<file path="src/verilog/sdiv_defs.vh">
// Constants for the serial divide unit with round-off and exact division
// What this block does
// - Round-off divide develops 44 quotient digits, one per minor cycle.
// - Non-restoring division yields exactly one quotient digit each minor cycle.
// - Round-off uses digit 44 to round magnitude into characters c1..c43.
// - Quotient sign goes in character c44 of the result word.
// - A rounded quotient of zero is always written with plus sign.
// - First execute copies dividend into the tank and recirculates it unchanged.
// - Second execute loads divisor, dividend becomes first remainder, division starts.
// - Quotient of one or more, or zero divisor, flags overflow; write all ones.
// - Third execute comes 44 or more minor cycles after second; result written.
// - Final execute passes the word read to the dispatcher as next order.
// - Exact division stores truncated 43-digit quotient and remainder, each signed.
// - Exact quotient takes true quotient sign, or plus when it is zero.
// - A zero exact remainder gets a plus sign.
// - A nonzero exact remainder takes the dividend sign.
// - Remainder goes to the address after the quotient, 1023 wrapping to 0.
// - Exact division needs 43 digit cycles, one fewer than round-off.
// - Exact overflow writes all ones for both; remainder keeps dividend sign.
// - Overflow quotient sign is a one-bit toggle over operand minus signs.
`ifndef SDIV_DEFS_VH
`define SDIV_DEFS_VH

`define SDIV_WORD_W 44
`define SDIV_MAG_W 43
`define SDIV_SIGN_BIT 43
`define SDIV_ADDR_W 10
`define SDIV_ROUND_DIGITS 6'h2C
`define SDIV_EXACT_DIGITS 6'h2B
`define SDIV_TANK_DEPTH 2
`define SDIV_TANK_AW 1
`define SDIV_TANK_QUO 1'h0
`define SDIV_TANK_REM 1'h1
`define SDIV_MODE_ROUND 1'h0
`define SDIV_MODE_EXACT 1'h1

`endif

</file>
<file path="src/verilog/sdiv_tank.v">
// Short word tank: small word store with registered read data
`timescale 1ns/10ps
module sdiv_tank #(
    parameter WIDTH = 44,
    parameter DEPTH = 2,
    parameter AW = 1
) (
    input wire clk,
    input wire rst,
    input wire wr_en,
    input wire [AW-1:0] wr_addr,
    input wire [WIDTH-1:0] wr_data,
    input wire rd_en,
    input wire [AW-1:0] rd_addr,
    output reg [WIDTH-1:0] rd_data
);
    reg [WIDTH-1:0] mem [0:DEPTH-1];

    always @(posedge clk) begin
        if (wr_en) begin
            mem[wr_addr] <= wr_data;
        end
    end

    always @(posedge clk or posedge rst) begin
        if (rst) begin
            rd_data <= {WIDTH{1'b0}};
        end else if (rd_en) begin
            rd_data <= mem[rd_addr];
        end
    end
endmodule // sdiv_tank

</file>
<file path="src/verilog/sdiv_unit.v">
// Serial divide unit: round-off and exact division over the word memory
`timescale 1ns/10ps
`include "sdiv_defs.vh"
module sdiv_unit #(
    parameter ADDR_W = `SDIV_ADDR_W
) (
    input wire CLK,
    input wire RST,
    input wire MINOR_TICK,
    input wire EXEC,
    input wire MODE_EXACT,
    input wire [ADDR_W-1:0] EXEC_ADDR,
    input wire [`SDIV_WORD_W-1:0] MEM_RD_DATA,
    output reg MEM_WR,
    output reg [ADDR_W-1:0] MEM_WR_ADDR,
    output wire [`SDIV_WORD_W-1:0] MEM_WR_DATA,
    output reg OVERFLOW,
    output reg ORDER_VALID,
    output reg [`SDIV_WORD_W-1:0] ORDER_DATA,
    output wire READY_RESULT,
    output wire BUSY
);
    localparam [2:0] ST_IDLE = 3'h0;
    localparam [2:0] ST_LOADED = 3'h1;
    localparam [2:0] ST_DIVIDE = 3'h2;
    localparam [2:0] ST_FIN_Q = 3'h3;
    localparam [2:0] ST_FIN_R = 3'h4;
    localparam [2:0] ST_WAIT3 = 3'h5;
    localparam [2:0] ST_WAIT4 = 3'h6;
    localparam [2:0] ST_LAST = 3'h7;

    localparam MW = `SDIV_MAG_W;
    localparam WW = `SDIV_WORD_W;

    // One non-restoring step: double, then add or subtract the divisor
    function signed [MW+1:0] nr_step;
        input signed [MW+1:0] p;
        input [MW-1:0] b;
        reg signed [MW+1:0] twice;
        reg signed [MW+1:0] bx;
        begin
            twice = {p[MW:0], 1'b0};
            bx = {2'b00, b};
            if (p[MW+1]) begin
                nr_step = twice + bx;
            end else begin
                nr_step = twice - bx;
            end
        end
    endfunction

    // Build a word, forcing a plus sign on a zero magnitude
    function [WW-1:0] signed_word;
        input [MW-1:0] mag;
        input minus;
        begin
            signed_word = {minus & (|mag), mag};
        end
    endfunction

    reg [2:0] state;
    reg mode;
    reg [MW-1:0] dividend;
    reg [MW-1:0] divisor;
    reg dividend_minus;
    reg minus_toggle;
    reg ovf;
    reg signed [MW+1:0] prem;
    reg [WW-1:0] quo;
    reg [5:0] digits;
    reg [ADDR_W-1:0] quo_addr;
    reg wr_pend;
    reg [ADDR_W-1:0] wr_addr_pend;

    reg tank_we;
    reg [`SDIV_TANK_AW-1:0] tank_wa;
    reg [WW-1:0] tank_wd;
    reg tank_re;
    reg [`SDIV_TANK_AW-1:0] tank_ra;

    wire take = EXEC & MINOR_TICK;
    wire [MW-1:0] in_mag = MEM_RD_DATA[MW-1:0];
    wire in_minus = MEM_RD_DATA[`SDIV_SIGN_BIT];
    wire [5:0] need = mode ? `SDIV_EXACT_DIGITS : `SDIV_ROUND_DIGITS;
    wire signed [MW+1:0] first_rem = {2'b00, dividend} - {2'b00, in_mag};
    wire signed [MW+1:0] first_step = nr_step(first_rem, in_mag);
    wire signed [MW+1:0] next_step = nr_step(prem, divisor);
    wire over = ~first_rem[MW+1];
    wire [MW-1:0] rounded = quo[MW:1] + {{(MW-1){1'b0}}, quo[0]};
    wire signed [MW+1:0] restored = prem + {2'b00, divisor};
    wire [MW-1:0] rem_mag = prem[MW+1] ? restored[MW-1:0] : prem[MW-1:0];

    assign READY_RESULT = (state == ST_WAIT3);
    assign BUSY = (state != ST_IDLE);

    sdiv_tank #(
        .WIDTH(WW),
        .DEPTH(`SDIV_TANK_DEPTH),
        .AW(`SDIV_TANK_AW)
    ) u_tank (
        .clk(CLK),
        .rst(RST),
        .wr_en(tank_we),
        .wr_addr(tank_wa),
        .wr_data(tank_wd),
        .rd_en(tank_re),
        .rd_addr(tank_ra),
        .rd_data(MEM_WR_DATA)
    );

    // Tank write and read steering
    always @* begin
        tank_we = 1'b0;
        tank_wa = `SDIV_TANK_QUO;
        tank_wd = {WW{1'b0}};
        tank_re = 1'b0;
        tank_ra = `SDIV_TANK_QUO;
        case (state)
            ST_IDLE: begin
                if (take) begin
                    tank_we = 1'b1;
                    tank_wd = MEM_RD_DATA;
                end
            end
            ST_LOADED: begin
                // Read back the dividend in the cycle after its copy
                tank_re = wr_pend;
            end
            ST_FIN_Q: begin
                tank_we = 1'b1;
                if (ovf) begin
                    tank_wd = {minus_toggle, {MW{1'b1}}};
                end else if (mode == `SDIV_MODE_EXACT) begin
                    tank_wd = signed_word(quo[MW-1:0], minus_toggle);
                end else begin
                    tank_wd = signed_word(rounded, minus_toggle);
                end
            end
            ST_FIN_R: begin
                tank_we = 1'b1;
                tank_wa = `SDIV_TANK_REM;
                if (ovf) begin
                    tank_wd = {dividend_minus, {MW{1'b1}}};
                end else begin
                    tank_wd = signed_word(rem_mag, dividend_minus);
                end
            end
            ST_WAIT3: begin
                tank_re = take;
            end
            ST_WAIT4: begin
                tank_re = take;
                tank_ra = `SDIV_TANK_REM;
            end
            default: begin
                tank_re = 1'b0;
            end
        endcase
    end

    // Order sequence and serial digit generation
    always @(posedge CLK or posedge RST) begin
        if (RST) begin
            state <= ST_IDLE;
            mode <= `SDIV_MODE_ROUND;
            dividend <= {MW{1'b0}};
            divisor <= {MW{1'b0}};
            dividend_minus <= 1'b0;
            minus_toggle <= 1'b0;
            ovf <= 1'b0;
            prem <= {(MW+2){1'b0}};
            quo <= {WW{1'b0}};
            digits <= 6'h00;
            quo_addr <= {ADDR_W{1'b0}};
            wr_pend <= 1'b0;
            wr_addr_pend <= {ADDR_W{1'b0}};
            OVERFLOW <= 1'b0;
            ORDER_VALID <= 1'b0;
            ORDER_DATA <= {WW{1'b0}};
        end else begin
            wr_pend <= 1'b0;
            OVERFLOW <= 1'b0;
            ORDER_VALID <= 1'b0;
            case (state)
                ST_IDLE: begin
                    if (take) begin
                        mode <= MODE_EXACT;
                        dividend <= in_mag;
                        dividend_minus <= in_minus;
                        minus_toggle <= in_minus;
                        wr_pend <= 1'b1;
                        wr_addr_pend <= EXEC_ADDR;
                        state <= ST_LOADED;
                    end
                end
                ST_LOADED: begin
                    if (take) begin
                        divisor <= in_mag;
                        minus_toggle <= minus_toggle ^ in_minus;
                        if (over) begin
                            ovf <= 1'b1;
                            OVERFLOW <= 1'b1;
                            state <= ST_FIN_Q;
                        end else begin
                            ovf <= 1'b0;
                            prem <= first_step;
                            quo <= {{(WW-1){1'b0}}, ~first_step[MW+1]};
                            digits <= 6'h01;
                            state <= ST_DIVIDE;
                        end
                    end
                end
                ST_DIVIDE: begin
                    if (MINOR_TICK) begin
                        prem <= next_step;
                        quo <= {quo[WW-2:0], ~next_step[MW+1]};
                        digits <= digits + 6'h01;
                        if (digits + 6'h01 == need) begin
                            state <= ST_FIN_Q;
                        end
                    end
                end
                ST_FIN_Q: begin
                    state <= ST_FIN_R;
                end
                ST_FIN_R: begin
                    state <= ST_WAIT3;
                end
                ST_WAIT3: begin
                    if (take) begin
                        quo_addr <= EXEC_ADDR;
                        wr_pend <= 1'b1;
                        wr_addr_pend <= EXEC_ADDR;
                        if (mode == `SDIV_MODE_EXACT) begin
                            state <= ST_WAIT4;
                        end else begin
                            state <= ST_LAST;
                        end
                    end
                end
                ST_WAIT4: begin
                    if (take) begin
                        wr_pend <= 1'b1;
                        wr_addr_pend <= quo_addr + {{(ADDR_W-1){1'b0}}, 1'b1};
                        state <= ST_LAST;
                    end
                end
                ST_LAST: begin
                    if (take) begin
                        ORDER_DATA <= MEM_RD_DATA;
                        ORDER_VALID <= 1'b1;
                        state <= ST_IDLE;
                    end
                end
                default: begin
                    state <= ST_IDLE;
                end
            endcase
        end
    end

    // Memory write strobe lines up with the tank's registered read data
    always @(posedge CLK or posedge RST) begin
        if (RST) begin
            MEM_WR <= 1'b0;
            MEM_WR_ADDR <= {ADDR_W{1'b0}};
        end else begin
            MEM_WR <= wr_pend;
            if (wr_pend) begin
                MEM_WR_ADDR <= wr_addr_pend;
            end
        end
    end

endmodule // sdiv_unit

</file>
<file path="config.mk">
export PLATFORM = sky130hd
export DESIGN_NAME = sdiv_unit
export DESIGN_NICKNAME = d
export VERILOG_FILES = /design/src/verilog/sdiv_tank.v /design/src/verilog/sdiv_unit.v
export VERILOG_INCLUDE_DIRS = /design/src /design/src/verilog
export SDC_FILE = /design/constraint.sdc
export NUM_CORES = 1
export LEC_CHECK = 0
export ABC_AREA = 0
export BUFFER_PORTS_ARGS = -buffer_cell sky130_fd_sc_hd__buf_2
export CAP_MARGIN = 20
export CORE_ASPECT_RATIO = 1.5
export CORE_UTILIZATION = 40
export CTS_CLUSTER_DIAMETER = 40
export CTS_CLUSTER_SIZE = 8
export DETAILED_ROUTE_END_ITERATION = 6
export HOLD_SLACK_MARGIN = 0.03
export PLACE_DENSITY_LB_ADDON = 0.3
export SYNTH_ARGS = -nofsm -noshare
export SYNTH_HDL_FRONTEND = slang
export SYNTH_HIERARCHICAL = 1
export SYNTH_SLANG_ARGS = --single-unit
</file>
<file path="constraint.sdc">
create_clock -name CLK -period 11.63 [get_ports CLK]
set_input_delay 1.163 -clock CLK [delete_from_list [all_inputs] [get_ports CLK]]
set_output_delay 1.163 -clock CLK [all_outputs]
set_load 0.05 [all_outputs]
</file>
# --- Word-level counts from Yosys, hierarchy flattened ---
# Memories as Yosys holds them, arrays and structs flattened. A register that Yosys moved wholly into a read port is not among the register bits.
# Index checks and enable logic that the tools add are counted.
totals:
  register_bits: 266
  ramBits: 88
  input_bits: 59
  output_inout_bits: 103
  wordCells: 121
  mem_count: 1
memory_table:
  columns: ["name", "words", "width", "read_ports", "rd_clocked_by_memory_dff", "wr", "line", "text"]
  rows:
  - ["u_tank.mem", 2, 44, 1, 1, 1, "sdiv_tank.v:17", "reg [WIDTH-1:0] mem [0:DEPTH-1];"]
op_classes:
  addsub: 9
  eq_ne: 17
  mux: 49
  n_bitwise: 7
  n_reduce_logical: 20
op_table:
  columns: ["operator", "n"]
  rows:
  - ["44-bit 2-to-1 mux", 7]
  - ["45-bit 2-to-1 mux", 5]
  - ["44-bit one-hot mux with 3 select lines", 1]
  - ["43-bit OR reduction", 3]
  - ["45-bit by 44-bit adder with 45-bit output", 2]
  - ["45-bit one-hot mux with 2 select lines", 1]
  - ["45-bit by 44-bit subtractor with 45-bit output", 2]
  - ["44-bit one-hot mux with 2 select lines", 1]
  - ["43-bit by 43-bit subtractor with 44-bit output", 1]
  - ["43-bit by 1-bit adder with 43-bit output", 1]
  - ["43-bit adder", 1]
  - ["43-bit 2-to-1 mux", 1]
  - ["3-bit 2-to-1 mux", 8]
  - ["3-bit one-hot mux with 8 select lines", 1]
  - ["10-bit 2-to-1 mux", 2]
  - ["10-bit one-hot mux with 2 select lines", 1]
  - ["6-bit 2-to-1 mux", 3]
  - ["1-bit 2-to-1 mux", 14]
  - ["2-bit != test (second input constant)", 7]
  - ["3-bit == test (second input constant)", 4]
  - ["6-bit one-hot mux with 2 select lines", 1]
  - ["10-bit by 1-bit adder with 10-bit output (second input constant)", 1]
  - ["2-bit AND reduction", 4]
  - ["7-bit AND reduction", 1]
  - ["16 further kinds", 29]

# --- Longest topological paths before layout ---
# Gate-level depths: netlist of the first run.
logic_depth:
  depth_word: 7
  mapped_depth: 28

# --- Hierarchy ---
# The synthesis of the first run kept the hierarchy.
modules_own_cells:
  columns: ["mod", "n_inst", "cells_per_inst", "area_each_um2", "seq_area_each_um2"]
  rows:
  - ["sdiv_unit", 1, 3467, 26983.4, 6656.4]
  - ["sdiv_tank", 1, 282, 4724.5, 3743.6]

# --- Least setup slack after synthesis of the first run ---
# No wires, ideal clock.
synth_path:
  path_kind: "input to register"
  from: "in MEM_RD_DATA[0]"
  to: "reg prem[44]"
  setup_time_ns: 0.078
  arrival_ns: 6.446
  required_ns: 11.552
  path_slack_ns: 5.106
  cell_stages: 27
  n_path_buf: 1
  path_cell_list: "ha_1 inv_1 fa_1 a21oi_1 and4b_1 or4b_1 a221oi_2 a21oi_2 a21o_1 a21o_1 a31oi_1 o21bai_1 xor2_1 ha_1 clkbuf_1 inv_1 a21oi_1 o21bai_1 a221oi_1 nand3_1 o21a_1 a31o_1 and2_1 a211oi_1 a21oi_1 o221ai_1 a21boi_1"
synth_between:
  elab_chain_cells: 6
  elab_cells_between_ends: 9
  cone_classes: "add/sub: 3; eq/ne: 1; mux: 4; reduce/logical: 1"
synth_lines:
  columns: ["item", "line", "text"]
  rows:
  - ["from (decl)", "sdiv_unit.v:13", "input wire [`SDIV_WORD_W-1:0] MEM_RD_DATA,"]
  - ["43-bit by 43-bit subtractor with 44-bit output", "sdiv_unit.v:85", "wire signed [MW+1:0] first_rem = {2'b00, dividend} - {2'b00, in_mag};"]
  - ["45-bit by 44-bit subtractor with 45-bit output or 45-bit by 44-bit adder with 45-bit output (tied branches)", "sdiv_unit.v:47, sdiv_unit.v:45", null]
  - ["45-bit 2-to-1 mux", "sdiv_unit.v:44", "if (p[MW+1]) begin"]
  - ["45-bit 2-to-1 mux", "sdiv_unit.v:200", "if (over) begin"]
  - ["45-bit 2-to-1 mux", "sdiv_unit.v:197", "if (take) begin"]
  - ["45-bit one-hot mux with 2 select lines", "sdiv_unit.v:184", "case (state)"]
  - ["to (signal assigned)", "sdiv_unit.v:171", "prem <= {(MW+2){1'b0}};"]
  - ["to (signal assigned)", "sdiv_unit.v:206", "prem <= first_step;"]
  - ["to (signal assigned)", "sdiv_unit.v:215", "prem <= next_step;"]
  - ["to (decl)", "sdiv_unit.v:68", "reg signed [MW+1:0] prem;"]
# Parallel ways exist; a longest one is shown, timed or not. The select of a mux whose other input is x is not followed.
# A chain may end at the register's enable or synchronous reset.

# --- Final worst setup path of the first run ---
layout_path:
  from: "in MEM_RD_DATA[0]"
  to: "reg quo[0]"
layout_between:
  elab_chain_cells: 7
  elab_cells_between_ends: 10
  cone_classes: "add/sub: 3; eq/ne: 1; mux: 4; bitwise: 1; reduce/logical: 1"
layout_lines:
  columns: ["item", "line", "text"]
  rows:
  - ["43-bit by 43-bit subtractor with 44-bit output", "sdiv_unit.v:85", null]
  - ["45-bit by 44-bit subtractor with 45-bit output or 45-bit by 44-bit adder with 45-bit output (tied branches)", "sdiv_unit.v:47, sdiv_unit.v:45", null]
  - ["45-bit 2-to-1 mux", "sdiv_unit.v:44", null]
  - ["1-bit inverter", "sdiv_unit.v:207", "quo <= {{(WW-1){1'b0}}, ~first_step[MW+1]};"]
  - ["44-bit 2-to-1 mux", "sdiv_unit.v:200", null]
  - ["44-bit 2-to-1 mux", "sdiv_unit.v:197", null]
  - ["44-bit one-hot mux with 2 select lines", "sdiv_unit.v:184", null]
  - ["to (signal assigned)", "sdiv_unit.v:172", "quo <= {WW{1'b0}};"]
  - ["to (signal assigned)", "sdiv_unit.v:207", null]
  - ["to (signal assigned)", "sdiv_unit.v:216", "quo <= {quo[WW-2:0], ~next_step[MW+1]};"]
  - ["to (decl)", "sdiv_unit.v:69", "reg [WW-1:0] quo;"]
# Parallel ways exist; a longest one is shown, timed or not. The select of a mux whose other input is x is not followed.

==> results.toml, run 1 <==
[sta]
skew_ps = 35.9
fin_crit_sh_pct = 59.3
period_needed_ps = 6890
maxSlewViolCount = 0
fmax_ghz = 0.145
finalHoldViolCount = 0
tns_ps = 0
setup_viol = 0
grt_setup_unrepaired = "no"
worstMarginPinSlew_ps = 1220
slew_headroom_pct = 18.3

[yosys]
synth_top_area_cell = "dfrtp_1"
synthCells = 3749
synthesis.area_um2 = 31700
synthTopCellsByCount = "nand2_1, a21oi_1, dfrtp_1"
avgSynthCellArea_um2 = 8.46
ys.flop_type = "dfrtp_1"
yosys_register_bits = 398
synth.most_common_cell = "nand2_1"
ys_top_cells_by_area = "dfrtp_1, ha_1, edfxtp_1"
ys_types = 101
synth_warnings = 6
async_reset_ff_share_pct = 77.9
synth.yosys.seq_area_share_pct = 32.8
synth_edf_count = 88
syn_nets = 4071
yosysTopAreaCellShare_pct = 24.5

[clocking]
root_buffer = "clkbuf_16"
cts_hold_buf = 0
numCtsBuffers = 75
clkTransAtPathRegs_ps = 50
ctsResizeCount = 0
h-tree-depth = 3
clockBufferDepth = 3
clk_latency_ps = 630
cts_tree = "done"
cts.sinks = 398
postCtsSetupBuffers = 0

[drt]
antenna_left = 0
post_drt_wl_per_cell_um = 20.7
vias = 28154
drt_iter0_drc = 1855
route.detailed.drc = 0
viasPerCell = 5.78
wl_um = 101000
drt_pass1_iterations = 5

[worst_hold_path]
holdPathStages = 2
whs_endpoint = "dividend[4]"
hold_class = "reg2reg"
hp-start = "dividend[4]"

[critical_path]
end_kind = "register"
cp.buffers_inverters = 3
crit_path_start = "MEM_RD_DATA[0]"
crit_path_start_kind = "primary input"
crit_required_ps = 12110
cpMaxStageDelayCell = "or4b_1"
r2r_slack_ps = 4960
max_stage_delay_ps = 520
r2r_start = "dividend[0]"
path_common_cell = "a21oi_1"
critPathTopFamily = "compound AO/OA/AOI/OAI gates"
crit_fanout = 9
reg2reg_depth = 27
rr_endpoint = "quo[0]"
crit_type = "in2reg"
cp_data_arrival_time_ps = 7370

[floorplanning]
die_x_um = 232
fp.dieH_um = 347
core_area_um2 = 78500
initial_core_util_pct = 40.4
rows = 126
io_pins = 162
dieArea_um2 = 80400

[grt]
gr-total-overflow = 0
antenna_found_initial = 0
grt_start_max_net_pins = 92
grt_use_total_pct = 25.0
grt_pass1_vias = 27803
grt_pass1_wl_um = 157000

[final_layout]
drive_gt1_share_pct = 11.9
nNetsFinal = 4113
fillCellCount = 7755
syn_to_final_growth_pct = 12.2

[place]
gp_congestion = 0.980
dp_hpwl_um = 76700
io_buffers = 161

[run]
maxCapViolations = 0

[status]
status = "finished, final reports clean"
## how the worst max path moves through the flow
stage / end / slack, ps / cells past startpoint
finish: quo[0] / 4740 / 27
global route: quo[0] / 4330 / 27
CTS: quo[0] / 4770 / 27
detailed placement: quo[0] / 4140 / 27
global placement: quo[0] / 4140 / 27
floorplan: MEM_WR / 3140 / 1
## sequential cells by signal, indices dropped and copies added (netlist names), 43 cells and up
name	count
divisor	43
quo	44
dividend	43
prem	45
u_tank/mem	88
ORDER_DATA	44
u_tank/rd_data	44
## routing by layer
metal	track usage, %	vias up	share of wire (%)
met5	0	-	0
met4	15.4	0	6.3
met3	3.10	263	4.7
met2	41.2	846	47
met1	30.7	13358	42
li1	-	13687	-
## cells by family (layout without fill, tap and decap cells)
kind of cell	Yosys count	in the layout	share of synthesized area (%)
compound gates	1189	1189	23.6
simple gates	1095	1095	16.3
buf+inv	437	535	5.65
fa+ha+maj	263	263	10.5
xor+xnor	196	196	5.41
mux	171	171	5.74
other cells	0	1	0
flops	398	398	32.8
## worst register-to-register path, cell delays in order (launching register included)
cell,delay (ps)
dfrtp_1,410
inv_1,90
ha_1,170
inv_1,60
fa_1,400
a21oi_1,190
and4b_1,240
or4b_1,520
a221oi_2,470
a21oi_2,210
a21o_1,220
a21o_1,190
a31oi_1,260
o21bai_1,130
xor2_1,170
ha_1,480
inv_1,130
a21oi_1,200
o21bai_1,80
a221oi_1,390
nand3_1,120
o21a_1,280
a31o_1,280
and2_1,170
a211oi_1,220
a21oi_1,70
o221ai_1,260
o21ai_0,120
## cells in the final DEF, fill, tap and decap left out, drive strengths merged, types with 86 or more instances in the layout
cell and count:
ha 258, a21oi 360, dfrtp 310, xnor2 128
inv 207, nand2 395, buf 198, mux2 86
clkbuf 104, o21ai 315, edfxtp 88, nor2 290
## per-stage QoR
step	cells	area (um^2)	setup WS [ps]	hold slack, ps	utilization (%)
floorplan	3749	31700	3140	372	-
global placement	4736	33100	4140	462	42.2
CTS	4869	35500	4770	483	45.3
global route	4871	35600	4330	499	45.3
finish	4872	35600	4740	477	45.3
detailed placement	4736	33100	4140	465	42.2
## area by class of cell
cell class	instances	area, um^2	share of cell area (%)
antenna	1	2.50	0.00703
clock buffer	104	2070	5.81
clock inverter	29	349	0.981
inverter	204	773	2.17
multi-input combinational	2914	19600	55.1
sequential	398	10400	29.2
tap	1024	1280	3.60
timing repair buffer	198	1100	3.09
Power of run 1 is left out: the tool's default activity adds up to more than one toggle a clock period on the data nets, which glitch-free logic cannot reach.
==> inputs of run 2 (changes only) <==
- clock period: 11.63 -> 5.6 ns (I/O delays scaled with it)
==> run 2 against run 1 <==
Sequential share of layout area decreased by 1.7 points. Clock-buffer cell count down 5. Cell count grew 5.0%. Non-clock buffer count is 247 higher. The run now ends with negative setup slack left. Highest routed layer unchanged. Worst hold slack got worse by 300 ps. Setup slack worse by 5000 ps. Clock skew down 17 ps. Register-to-register slack worse by 5200 ps. Global-route usage grew 1.2 points. Critical path depth up 1.
==> results.toml, run 2 (synthesis results as in run 1) <==
[status]
status = "complete, but fails checks"
failed_checks = "negative setup slack"

[floorplanning]
fp.dieH_um = 347
core_area_um2 = 78500
dieArea_um2 = 80400
io_pins = 162
die_x_um = 232
initial_core_util_pct = 40.4
rows = 126

[critical_path]
path_common_cell = "a21oi_2"
crit_required_ps = 6140
rr_endpoint = "prem[44]"
max_stage_delay_ps = 530
critPathTopFamily = "compound AO/OA/AOI/OAI gates"
cpMaxStageDelayCell = "or4b_4"
crit_fanout = 3
cp_data_arrival_time_ps = 6370
r2r_start = "dividend[0]"
reg2reg_depth = 28
crit_path_start_kind = "register"
r2r_slack_ps = -230
cp.buffers_inverters = 4
crit_type = "reg2reg"
end_kind = "register"

[drt]
wl_um = 106000
vias = 29379
drt_pass1_iterations = 5
viasPerCell = 5.74
route.detailed.drc = 0
drt_iter0_drc = 1643
post_drt_wl_per_cell_um = 20.8
antenna_left = 0

[power_and_ir_drop]
comb_power_share_pct = 66.5
netSwitchingFraction_pct = 49.5
seq_power_share_pct = 18.7
switchingPower_mw = 14.3
p_clk_share_pct = 14.8
powerDensity_nw_per_um2 = 766
power.total_mw = 29.0
power.leakage_nw = 16.9
internal-power_mw = 14.6
vdd_ir_drop_max_v = 0.000319

[sta]
setup_viol = 12
maxSlewViolCount = 0
tns_ps = -1670
skew_ps = 19.2
finalHoldViolCount = 0
period_needed_ps = 5830
holdWs_ps = 175
grt_setup_unrepaired = "yes"
slew_headroom_pct = 29.2
fin_crit_sh_pct = 104
setup_ws_ps = -228
worstMarginPinSlew_ps = 1060
fmax_ghz = 0.172

[grt]
gr-total-overflow = 0
grt_use_total_pct = 26.1
grt_pass1_wl_um = 164000
grt_pass1_vias = 28836
grt_start_max_net_pins = 102
antenna_found_initial = 0

[final_layout]
regMostFlops = "u_tank/mem"
design_area_um2 = 37800
largest_register_ffs = 88
seqCellArea_um2 = 10400
fillCellCount = 7664
n_antenna_cell = 0
nNetsFinal = 4359
final_common_cell = "nand2_1"
multi_input_area_um2 = 19900
drive_gt1_share_pct = 18.5
final_cell_mix = "nand2_1, a21oi_1, dfrtp_1"
top_regs = "u_tank/mem x88, prem x45"
syn_to_final_growth_pct = 19.2
fin_cells = 5115
fin_util_pct = 48.1

[worst_hold_path]
holdPathStages = 3
hp-start = "EXEC_ADDR[8]"
whs_endpoint = "quo_addr[8]"
hold_class = "in2reg"

[clocking]
clockBufferDepth = 3
clkTransAtPathRegs_ps = 50
cts.sinks = 398
root_buffer = "clkbuf_16"
numCtsBuffers = 74
h-tree-depth = 3
clk_latency_ps = 620
cts_tree = "done"

[place]
io_buffers = 161
dpl.cell_count = 4968
dp_hpwl_um = 82000
placed_cell_area_um2 = 34900
gp_congestion = 0.946
post-place-ws_ps = -867

[run]
maxCapViolations = 0
## run 2: power groups by stage
stage | clock network (mW) | logic, mW | registers, mW
3_5_place_dp | 0 | 18.5 | 5.45
5_1_grt | 4.50 | 21.0 | 5.58
3_3_place_gp | 0 | 18.5 | 5.41
6_report | 4.29 | 19.2 | 5.43
4_1_cts | 4.38 | 18.9 | 5.41
2_1_floorplan | 0 | 12.2 | 6.24
## run 2: routing by layer
metal | vias to the layer above | part of all wire [%] | GRT usage, %
met4 | 0 | 5.3 | 13.3
met2 | 886 | 48 | 44.5
li1 | 14159 | - | -
met5 | - | 0 | 0
met1 | 14084 | 41 | 32.1
met3 | 250 | 4.8 | 3.32
## run 2: what timing repair did
| item | in CTS | in global routing |
|---|---|---|
| endpoints found under the setup margin | 17 | 20 |
| hold endpoints to repair | 12 | 0 |
| pin swaps | 39 | 29 |
| setup buffers | 8 | 6 |
| hold buffers | 1 | 0 |
| resized for setup | 42 | 32 |
## run 2: area by class of cell
cell class	instances	area share, %
multi-input combinational	2914	52.7
sequential	398	27.5
timing repair buffer	445	8.07
inverter	204	2.04
clock inverter	31	1.01
tap	1024	3.39
clock buffer	99	5.28
## run 2: worst max-delay path by stage
stage	start	to	slack (ps)	depth (start not counted)
finish	dividend[0]	prem[44]	-230	28
global route	dividend[0]	prem[44]	-470	29
CTS	dividend[0]	prem[44]	-270	29
detailed placement	MEM_RD_DATA[0]	prem[43]	-870	28
global placement	MEM_RD_DATA[0]	prem[43]	-870	28
floorplan	MEM_RD_DATA[0]	prem[44]	10	27
## run 2: worst reg2reg max path, delay by kind of cell, from the launching register on
| kind | cells | cell delay, ps |
|---|---|---|
| XOR/XNOR | 1 | 190 |
| adder cells (fa/ha/maj) | 3 | 890 |
| buffers and inverters | 4 | 400 |
| flip-flops | 1 | 390 |
| AND/OR/NAND/NOR | 4 | 1030 |
| AO/OA/AOI/OAI | 16 | 2850 |
(Power assumes the default switching activity.)
